===== src/design/brl_pkg.sv =====
// Purpose: Shared constants and types for the bus release, hold-off and queue status block
// Assumes: Single clock domain at 250 MHz
// Notes: Bus phase codes follow a Gray path through the states of one bus cycle
`default_nettype none
package brl_pkg;

  // Bus interface phase reported by the core, Gray along TI-T1-T2-T3-T4
  typedef enum logic [2:0] {
    BRL_PH_IDLE = 3'h0,
    BRL_PH_ONE = 3'h1,
    BRL_PH_TWO = 3'h3,
    BRL_PH_THREE = 3'h2,
    BRL_PH_FOUR = 3'h6
  } brl_phase_t;

  // Arbiter states, Gray along own-grant-held-recover
  typedef enum logic [1:0] {
    BRL_ST_OWN = 2'h0,
    BRL_ST_GRANT = 2'h1,
    BRL_ST_HELD = 2'h3,
    BRL_ST_RECOVER = 2'h2
  } brl_state_t;

  // Queue status codes
  localparam logic [1:0] BRL_QS_NONE = 2'h0;
  localparam logic [1:0] BRL_QS_FIRST = 2'h1;
  localparam logic [1:0] BRL_QS_FLUSH = 2'h2;
  localparam logic [1:0] BRL_QS_NEXT = 2'h3;

  // Channel indices
  localparam int BRL_CH_HI = 0;
  localparam int BRL_CH_LO = 1;
  localparam int BRL_NUM_CH = 2;

endpackage
`default_nettype wire


===== src/design/brl_pulse_detect.sv =====
// Purpose: Detects a one-clock active-low pulse on a request/grant pin
// Assumes: Pin input is synchronous to clk_sys
// Notes: Samples are ignored while this end drives the pin, so our own grant pulse is not seen
`default_nettype none
module brl_pulse_detect (
  // Clock and reset
  input wire logic clk_sys,
  input wire logic sys_rst,
  // Pin side
  input wire logic pin_in,
  input wire logic driving,
  // Result
  output logic pulse
);

  logic high_seen_reg;

  // Remember that the pin was high and undriven last cycle
  always_ff @(posedge clk_sys or posedge sys_rst) begin
    if (sys_rst) begin
      high_seen_reg <= 1'b0;
    end else begin
      high_seen_reg <= pin_in & ~driving;
    end
  end

  // A falling edge from an undriven high marks the other master's pulse
  assign pulse = high_seen_reg & ~pin_in & ~driving;

endmodule
`default_nettype wire


===== src/design/brl_bus_release.sv =====
// Purpose: Decides when the local bus is handed to another master; drives hold-off and queue status
// Assumes: Core phase and cycle flags are synchronous; request/grant pins are open-drain, active low
// Notes: One arbiter for both request/grant pins; the high priority pin wins a tie
//
// What this block does
// - Busy memory cycle: release at its end only if request came by state two.
// - Never release after a cycle moving the low byte of an odd-address word.
// - Defer release when the cycle is the first interrupt acknowledge cycle.
// - No release while a locked instruction is still executing.
// - Bus idle when request arrives: release during the following cycle.
// - Hold-off goes low at the locking prefix, stays until next instruction completes.
// - While the bus is granted, hold-off floats, weakly held high.
// - Maximum mode: hold-off low from state two of first acknowledge to second's.
// - Queue status shows the operation in the cycle right after it.
// - Queue status outputs are always driven, never floated.
// - Queue codes: 00 none, 01 first byte, 10 flush, 11 next byte.
// - Handover uses request, grant, release pulses; one idle clock follows each exchange.
`default_nettype none
module brl_bus_release (
  // Clock and reset
  input wire logic clk_sys,
  input wire logic sys_rst,
  // Core bus cycle status
  input wire logic [2:0] bus_phase,
  input wire logic odd_low_byte,
  input wire logic irq_acknowledge_cycle_first,
  input wire logic irq_acknowledge_cycle_second,
  input wire logic max_mode,
  // Core instruction status
  input wire logic lock_prefix_exec,
  input wire logic instr_done,
  // Core queue events
  input wire logic queue_take_first,
  input wire logic queue_flush,
  input wire logic queue_take_next,
  // Request/grant pins, open drain
  input wire logic bus_request_grant_hi_prio_in,
  output logic bus_request_grant_hi_prio_out,
  output logic bus_request_grant_hi_prio_oe,
  input wire logic bus_request_grant_lo_prio_in,
  output logic bus_request_grant_lo_prio_out,
  output logic bus_request_grant_lo_prio_oe,
  // Hold-off pin, active low, weak pull-up outside
  output logic bus_hold_off_n_out,
  output logic bus_hold_off_n_oe,
  // Queue status pins
  output logic queue_status_hi,
  output logic queue_status_lo,
  // To core: bus floated for another master
  output logic bus_released
);

  brl_pkg::brl_state_t state_reg;
  brl_pkg::brl_state_t state_next;
  brl_pkg::brl_phase_t phase;
  logic [1:0] pin_in;
  logic [1:0] pin_drive;
  logic [1:0] req_pulse;
  logic [1:0] pending_reg;
  logic [1:0] early_reg;
  logic owner_reg;
  logic grant_go;
  logic grant_ch;
  logic lock_active_reg;
  logic irq_acknowledge_cycle_lock_reg;
  logic [1:0] qs_reg;
  logic at_idle;
  logic at_end;
  logic conds_ok;
  logic [1:0] eligible;

  assign phase = brl_pkg::brl_phase_t'(bus_phase);
  assign pin_in = {bus_request_grant_lo_prio_in, bus_request_grant_hi_prio_in};

  // One detector per request/grant pin
  genvar gi;
  generate
    for (gi = 0; gi < brl_pkg::BRL_NUM_CH; gi++) begin : g_det
      brl_pulse_detect u_det (
        .clk_sys(clk_sys),
        .sys_rst(sys_rst),
        .pin_in(pin_in[gi]),
        .driving(pin_drive[gi]),
        .pulse(req_pulse[gi])
      );
    end
  endgenerate

  // Release decision points: end of a bus cycle, or any idle clock
  assign at_idle = (phase == brl_pkg::BRL_PH_IDLE);
  assign at_end = (phase == brl_pkg::BRL_PH_FOUR);
  // All release conditions must hold together
  assign conds_ok = ~lock_active_reg
                  & ~(at_end & odd_low_byte)
                  & ~(at_end & irq_acknowledge_cycle_first);
  // Idle bus grants on the next clock; busy cycle needs an early request
  assign eligible = pending_reg & (at_idle ? 2'h3 : (at_end ? early_reg : 2'h0));
  assign grant_go = (state_reg == brl_pkg::BRL_ST_OWN) & conds_ok & (|eligible);
  assign grant_ch = ~eligible[brl_pkg::BRL_CH_HI]; // High priority pin wins a tie

  // Pending requests; a request after state two waits for the next cycle end
  always_ff @(posedge clk_sys or posedge sys_rst) begin
    if (sys_rst) begin
      pending_reg <= 2'h0;
      early_reg <= 2'h0;
    end else begin
      for (int i = 0; i < brl_pkg::BRL_NUM_CH; i++) begin
        if (grant_go && (int'(grant_ch) == i)) begin
          pending_reg[i] <= 1'b0;
        end else if (req_pulse[i] && state_reg == brl_pkg::BRL_ST_OWN) begin
          pending_reg[i] <= 1'b1;
          // A request seen at state four is early for the next cycle end
          early_reg[i] <= (phase != brl_pkg::BRL_PH_THREE);
        end else if (at_end) begin
          early_reg[i] <= pending_reg[i]; // Failed attempt retries at the next cycle end
        end
      end
    end
  end

  // Handover sequence: grant pulse, hold, wait for release pulse, one idle clock
  always_comb begin
    state_next = state_reg;
    unique case (state_reg)
      brl_pkg::BRL_ST_OWN: begin
        if (grant_go) begin
          state_next = brl_pkg::BRL_ST_GRANT;
        end
      end
      brl_pkg::BRL_ST_GRANT: begin
        state_next = brl_pkg::BRL_ST_HELD;
      end
      brl_pkg::BRL_ST_HELD: begin
        if (req_pulse[owner_reg]) begin
          state_next = brl_pkg::BRL_ST_RECOVER;
        end
      end
      brl_pkg::BRL_ST_RECOVER: begin
        state_next = brl_pkg::BRL_ST_OWN;
      end
    endcase
  end

  // State and owner registers
  always_ff @(posedge clk_sys or posedge sys_rst) begin
    if (sys_rst) begin
      state_reg <= brl_pkg::BRL_ST_OWN;
      owner_reg <= 1'b0;
    end else begin
      state_reg <= state_next;
      if (grant_go) begin
        owner_reg <= grant_ch;
      end
    end
  end

  // Grant pulse is one clock low on the winning pin only
  always_comb begin
    pin_drive = 2'h0;
    if (state_reg == brl_pkg::BRL_ST_GRANT) begin
      pin_drive[owner_reg] = 1'b1;
    end
  end

  assign bus_request_grant_hi_prio_oe = pin_drive[brl_pkg::BRL_CH_HI];
  assign bus_request_grant_lo_prio_oe = pin_drive[brl_pkg::BRL_CH_LO];
  assign bus_request_grant_hi_prio_out = 1'b0; // Open drain: only ever pulls low
  assign bus_request_grant_lo_prio_out = 1'b0;
  assign bus_released = (state_reg != brl_pkg::BRL_ST_OWN);

  // Locked instruction: set at prefix, cleared when the next instruction completes
  always_ff @(posedge clk_sys or posedge sys_rst) begin
    if (sys_rst) begin
      lock_active_reg <= 1'b0;
    end else if (lock_prefix_exec) begin
      lock_active_reg <= 1'b1;
    end else if (instr_done) begin
      lock_active_reg <= 1'b0;
    end
  end

  // Maximum mode acknowledge lock, from state two of first to state two of second
  always_ff @(posedge clk_sys or posedge sys_rst) begin
    if (sys_rst) begin
      irq_acknowledge_cycle_lock_reg <= 1'b0;
    end else if (max_mode && phase == brl_pkg::BRL_PH_TWO) begin
      if (irq_acknowledge_cycle_first) begin
        irq_acknowledge_cycle_lock_reg <= 1'b1;
      end else if (irq_acknowledge_cycle_second) begin
        irq_acknowledge_cycle_lock_reg <= 1'b0;
      end
    end
  end

  // Hold-off floats while another master owns the bus; pull-up keeps it high
  assign bus_hold_off_n_out = ~(lock_active_reg | irq_acknowledge_cycle_lock_reg);
  assign bus_hold_off_n_oe = (state_reg == brl_pkg::BRL_ST_OWN) || (state_reg == brl_pkg::BRL_ST_RECOVER);

  // Queue status registered one clock after the event; flush beats a take
  always_ff @(posedge clk_sys or posedge sys_rst) begin
    if (sys_rst) begin
      qs_reg <= brl_pkg::BRL_QS_NONE;
    end else if (queue_flush) begin
      qs_reg <= brl_pkg::BRL_QS_FLUSH;
    end else if (queue_take_first) begin
      qs_reg <= brl_pkg::BRL_QS_FIRST;
    end else if (queue_take_next) begin
      qs_reg <= brl_pkg::BRL_QS_NEXT;
    end else begin
      qs_reg <= brl_pkg::BRL_QS_NONE;
    end
  end

  // Always driven, no enable exists for these pins
  assign queue_status_hi = qs_reg[1];
  assign queue_status_lo = qs_reg[0];

  // Checks
  property p_late_req;
    @(posedge clk_sys) disable iff (sys_rst)
    (state_reg == brl_pkg::BRL_ST_OWN && req_pulse == 2'h1 && pending_reg == 2'h0
     && phase == brl_pkg::BRL_PH_THREE) ##1 at_end |-> !grant_go;
  endproperty
  a_late_req: assert property (p_late_req) else $error("late request released the bus");

  property p_odd_byte;
    @(posedge clk_sys) disable iff (sys_rst)
    (at_end && odd_low_byte) |=> (state_reg != brl_pkg::BRL_ST_GRANT);
  endproperty
  a_odd_byte: assert property (p_odd_byte) else $error("release after odd low byte cycle");

  property p_irq_acknowledge_cycle_defer;
    @(posedge clk_sys) disable iff (sys_rst)
    (at_end && irq_acknowledge_cycle_first) |=> (state_reg != brl_pkg::BRL_ST_GRANT);
  endproperty
  a_irq_acknowledge_cycle_defer: assert property (p_irq_acknowledge_cycle_defer) else $error("release in first acknowledge");

  property p_locked;
    @(posedge clk_sys) disable iff (sys_rst)
    (state_reg == brl_pkg::BRL_ST_GRANT) |-> !$past(lock_active_reg);
  endproperty
  a_locked: assert property (p_locked) else $error("release during locked instruction");

  property p_idle_release;
    @(posedge clk_sys) disable iff (sys_rst)
    (state_reg == brl_pkg::BRL_ST_OWN && at_idle && pending_reg[0] && !lock_active_reg)
    |=> (state_reg == brl_pkg::BRL_ST_GRANT) && bus_request_grant_hi_prio_oe;
  endproperty
  a_idle_release: assert property (p_idle_release) else $error("idle bus not released");

  property p_lock_hold;
    @(posedge clk_sys) disable iff (sys_rst)
    lock_prefix_exec ##1 (!instr_done && !lock_prefix_exec)[*2] |-> !bus_hold_off_n_out;
  endproperty
  a_lock_hold: assert property (p_lock_hold) else $error("hold-off released early");

  property p_float;
    @(posedge clk_sys) disable iff (sys_rst)
    (state_reg == brl_pkg::BRL_ST_HELD) |-> !bus_hold_off_n_oe;
  endproperty
  a_float: assert property (p_float) else $error("hold-off driven while granted");

  property p_irq_acknowledge_cycle_lock;
    @(posedge clk_sys) disable iff (sys_rst)
    (max_mode && irq_acknowledge_cycle_first && phase == brl_pkg::BRL_PH_TWO) |=> !bus_hold_off_n_out;
  endproperty
  a_irq_acknowledge_cycle_lock: assert property (p_irq_acknowledge_cycle_lock) else $error("no hold-off in acknowledge");

  property p_queue;
    @(posedge clk_sys) disable iff (sys_rst)
    (queue_flush) |=> ({queue_status_hi, queue_status_lo} == brl_pkg::BRL_QS_FLUSH);
  endproperty
  a_queue: assert property (p_queue) else $error("queue status not shown next cycle");

  property p_queue_code;
    @(posedge clk_sys) disable iff (sys_rst)
    (!queue_flush && !queue_take_first && queue_take_next) |=> (queue_status_hi && queue_status_lo);
  endproperty
  a_queue_code: assert property (p_queue_code) else $error("wrong next-byte code");

  property p_exchange;
    @(posedge clk_sys) disable iff (sys_rst)
    (state_reg == brl_pkg::BRL_ST_HELD && req_pulse[owner_reg])
    |=> (state_reg == brl_pkg::BRL_ST_RECOVER && !grant_go) ##1 (state_reg == brl_pkg::BRL_ST_OWN);
  endproperty
  a_exchange: assert property (p_exchange) else $error("no idle clock after exchange");

  property p_retry;
    @(posedge clk_sys) disable iff (sys_rst)
    (state_reg == brl_pkg::BRL_ST_OWN && at_end && pending_reg[0] && odd_low_byte)
    |=> pending_reg[0] && early_reg[0];
  endproperty
  a_retry: assert property (p_retry) else $error("failed release dropped request");

  c_grant_hi: cover property (@(posedge clk_sys) disable iff (sys_rst)
    state_reg == brl_pkg::BRL_ST_GRANT && owner_reg == 1'b0);
  c_grant_lo: cover property (@(posedge clk_sys) disable iff (sys_rst)
    state_reg == brl_pkg::BRL_ST_GRANT && owner_reg == 1'b1);
  c_recover: cover property (@(posedge clk_sys) disable iff (sys_rst)
    state_reg == brl_pkg::BRL_ST_RECOVER);
  c_irq_acknowledge_cycle: cover property (@(posedge clk_sys) disable iff (sys_rst) irq_acknowledge_cycle_lock_reg);

endmodule
`default_nettype wire


===== config.mk =====
export PLATFORM = sky130hd
export DESIGN_NAME = brl_bus_release
export DESIGN_NICKNAME = d
export VERILOG_FILES = /design/src/design/brl_pkg.sv /design/src/design/brl_pulse_detect.sv /design/src/design/brl_bus_release.sv
export SDC_FILE = /design/constraint.sdc
export NUM_CORES = 1
export LEC_CHECK = 0
export BUFFER_PORTS_ARGS = -buffer_cell sky130_fd_sc_hd__buf_2
export CELL_PAD_IN_SITES_DETAIL_PLACEMENT = 2
export CELL_PAD_IN_SITES_GLOBAL_PLACEMENT = 2
export CORE_MARGIN = 4
export CORE_UTILIZATION = 30
export DETAILED_ROUTE_END_ITERATION = 8
export PLACE_DENSITY_LB_ADDON = 0.15
export SLEW_MARGIN = 5
export SYNTH_ARGS = -nofsm -noshare
export SYNTH_HDL_FRONTEND = slang
export SYNTH_SLANG_ARGS = --single-unit

===== constraint.sdc =====
create_clock -name clk_sys -period 3.52 [get_ports clk_sys]
set_clock_uncertainty 0.2 [all_clocks]
set_input_delay 0 -clock clk_sys [delete_from_list [all_inputs] [get_ports clk_sys]]
set_output_delay 0 -clock clk_sys [all_outputs]
set_load 0.02 [all_outputs]

==> out/qor.csv <==
stage,metric,value,unit
status,status,"finished, final reports clean",
power_and_ir_drop,maximum vdd drop,0.325,mV
cts,clk root buf,clkbuf_4,
place,placed inst area,843,µm²
cts,clock-pin slew on the worst setup and hold paths,0.08,ns
setup_path,WP data arrival,2.10,ns
setup_path,"Cell Chain, Critical Path",nor3_1 > o21ai_2 > or2_4 > a21oi_2 > a31oi_1 > dlygate4sd3_1,
timing,Final period util,60.6,%
setup_path,nature of the critical path endpoint,register,
setup_path,kind of critical path,register to register,
synth,mapped cell area,719,µm²
floorplan,core box area,0.00225,mm²
power_and_ir_drop,Sw Ratio,39.1,%
cts,CTS sink cnt,13,
setup_path,"CP delay by family, top",buffers and inverters,
synth,sequential fraction of the synthesis area,45.2,%
power_and_ir_drop,Int Pwr,341,µW
timing,final worst hold slack,0.0439,ns
final_layout,Final nets,129,
synth,Yosys top cell by area,dfrtp_1,
setup_path,Worst EP required,3.49,ns
cts,H-Tree Level Count,1,
cts,clk buf depth,2,
setup_path,FF-to-FF End,early_reg[0],
routing,drc violations,0,
power_and_ir_drop,combinational power share,40.2,%
floorplan,Initial Util,31.9,%
grt,gr usage total,15.6,%
cts,worst skew pair latency,0.28,ns
synth,post-synth top area share,45.2,%
timing,Peak Freq,0.469,GHz
synth,Synth Flop Type,dfrtp_1,
timing,Setup-failing EPs final,0,
floorplan,die height,57.0,µm
cts,CTS resizes,0,
power_and_ir_drop,register share of total power,42.3,%
routing,post-detailed-route count of antenna-violating nets,0,
synth,Yosys warning total,0,
final_layout,most frequent cells in the layout,"22 x buf_2, 14 x dlygate4sd3_1, 13 x dfrtp_1",
final_layout,Ant. Diodes,0,
synth,dominant cells by area after synthesis,"dfrtp_1 45%, nor2_1 4.2%, o21ai_2 3.7%",
setup_path,Crit. Startpoint,state_reg[1],
cts,post-CTS setup buffers,0,
floorplan,Die X,57.0,µm
setup_path,nature of the critical path startpoint,register,
min_path,Hold Path Origin,bus_phase[1],
timing,Setup TNS Final,0,ns
grt,gr ovfl total,0,
power_and_ir_drop,LEAKAGE,0.462,nW
final_layout,Synth-to-Final Area Change,40.3,%
run,Max-Cap Viols,0,
setup_path,Crit path buffers/inverters,1,
timing,Slew headroom,65.6,%
setup_path,reg-to-reg startpoint,state_reg[1],
synth,Post-synth EDFFs,0,
synth,Mean Syn Cell Area,9.72,µm²
routing,vias per inst,4.84,
timing,RSZ-0062 raised after global routing,false,
routing,DRT iter0 DRCs,6,
floorplan,# rows,17,
min_path,worst hold path type,input port to register,
synth,synthesized flop and latch total,13,
setup_path,Worst path max stage delay,0.55,ns
power_and_ir_drop,PD cells,555,mW/mm²
grt,vias in the first global route,811,
setup_path,critical path's slowest cell,dlygate4sd3_1,
floorplan,area of the die,0.00325,mm²
routing,first drt pass iteration count,2,
final_layout,post-route cell area,0.00101,mm²
routing,wire length per cell,16.0,µm
routing,final wirelength,2.25,mm
power_and_ir_drop,total power,560,µW
timing,Max Slew Vio Count,0,
setup_path,Reg2Reg Depth,6,
setup_path,critical-path maximum fanout,5,
grt,global-route wire length before repair,3.90,mm
timing,Fin. Hold Viols,0,
grt,largest net degree at the start of global routing,14,
setup_path,Worst setup endpoint,early_reg[0],
timing,min cycle time layout,2.13,ns
place,placed wire-length estimate,1.61,mm
grt,antenna violations before repair,0,
synth,"Distinct cells, synth",29,
cts,TritonCTS clock tree,yes,
floorplan,top-level I/O count,25,
final_layout,share of layout cells above drive strength 1,32.1,%
routing,total number of vias,677,
synth,ys async rst share,100,%
synth,Syn Inst Count,74,
final_layout,Non-Filler Instances,140,
place,GP Congestion,0.712,
cts,CTS buffer count,3,
setup_path,R2R Setup Slk,1.39,ns
place,port bufs,22,
final_layout,"commonest non-fill, non-tap cell in the layout",buf_2,
power_and_ir_drop,clock share of power,17.5,%
timing,Worst-Margin Slew,0.515,ns
place,dpl cells,122,
power_and_ir_drop,NetSw,219,µW
setup_path,WP depth,6,
[final cells by class]
cell class,instances,area [µm²]
clock buffers,4,26.3
multi-input cells,55,358
inverters,4,15.0
fillers,263,1240
well taps,28,35.0
repair buffers,36,250
flip-flops and latches,13,325
[worst reg2reg max path: cells and delay by family, from the launching register on]
| family | cells | cell delay, ns |
|---|---|---|
| AO/OA/AOI/OAI | 3 | 0.30 |
| buffers and inverters | 1 | 0.55 |
| flip-flops | 1 | 0.45 |
| AND/OR/NAND/NOR | 2 | 0.53 |
[logic make-up after synthesis]
kind of cell,after synthesis,synth area share (%)
simple gates,33,29.9
compound gates,20,18.8
flops,13,45.2
buf+inv,7,5.56
other cells,1,0.521
[worst min path at each step]
stage,end,depth (start not counted)
floorplan,early_reg[0],1
global placement,qs_reg[0],2
detailed placement,qs_reg[0],2
CTS,early_reg[1],4
global route,early_reg[1],4
finish,early_reg[1],4
[cell usage after synthesis (all sizes together) (3+ instances only)]
library cell and number:
a21o 3, dfrtp 13, nor3b 4, inv 4, nor2b 4, or2 3, nand2 3, nor2 8
a21oi 4, o21ai 8
[stage by stage]
step	setup WS, ns	utilization (%)
global placement	1.99	37.4
floorplan	1.97	-
detailed placement	1.94	37.4
CTS	1.41	44.8
finish	1.39	44.8
global route	1.32	44.8
[what timing repair did]
action	4_1_cts	5_1_grt
setup endpoints to repair	0	0
endpoints found under the hold margin	22	0
hold buffers	14	0
[layer usage]
layer	part of all wire [%]	vias up	GRT usage, %
met5	0	-	0
met4	2.0	0	6.95
met3	3.3	5	2.04
met2	55	15	28.9
met1	40	333	17.6
li1	-	324	-
[power groups by stage]
stage | Clock (mW) | Sequential, mW | Combinational [mW]
floorplan | 0 | 0.224 | 0.155
global placement | 0 | 0.232 | 0.199
detailed placement | 0 | 0.237 | 0.206
CTS | 0.0997 | 0.235 | 0.227
global route | 0.113 | 0.243 | 0.247
finish | 0.0980 | 0.237 | 0.225
Note: power is estimated with default switching activity, not from simulation.
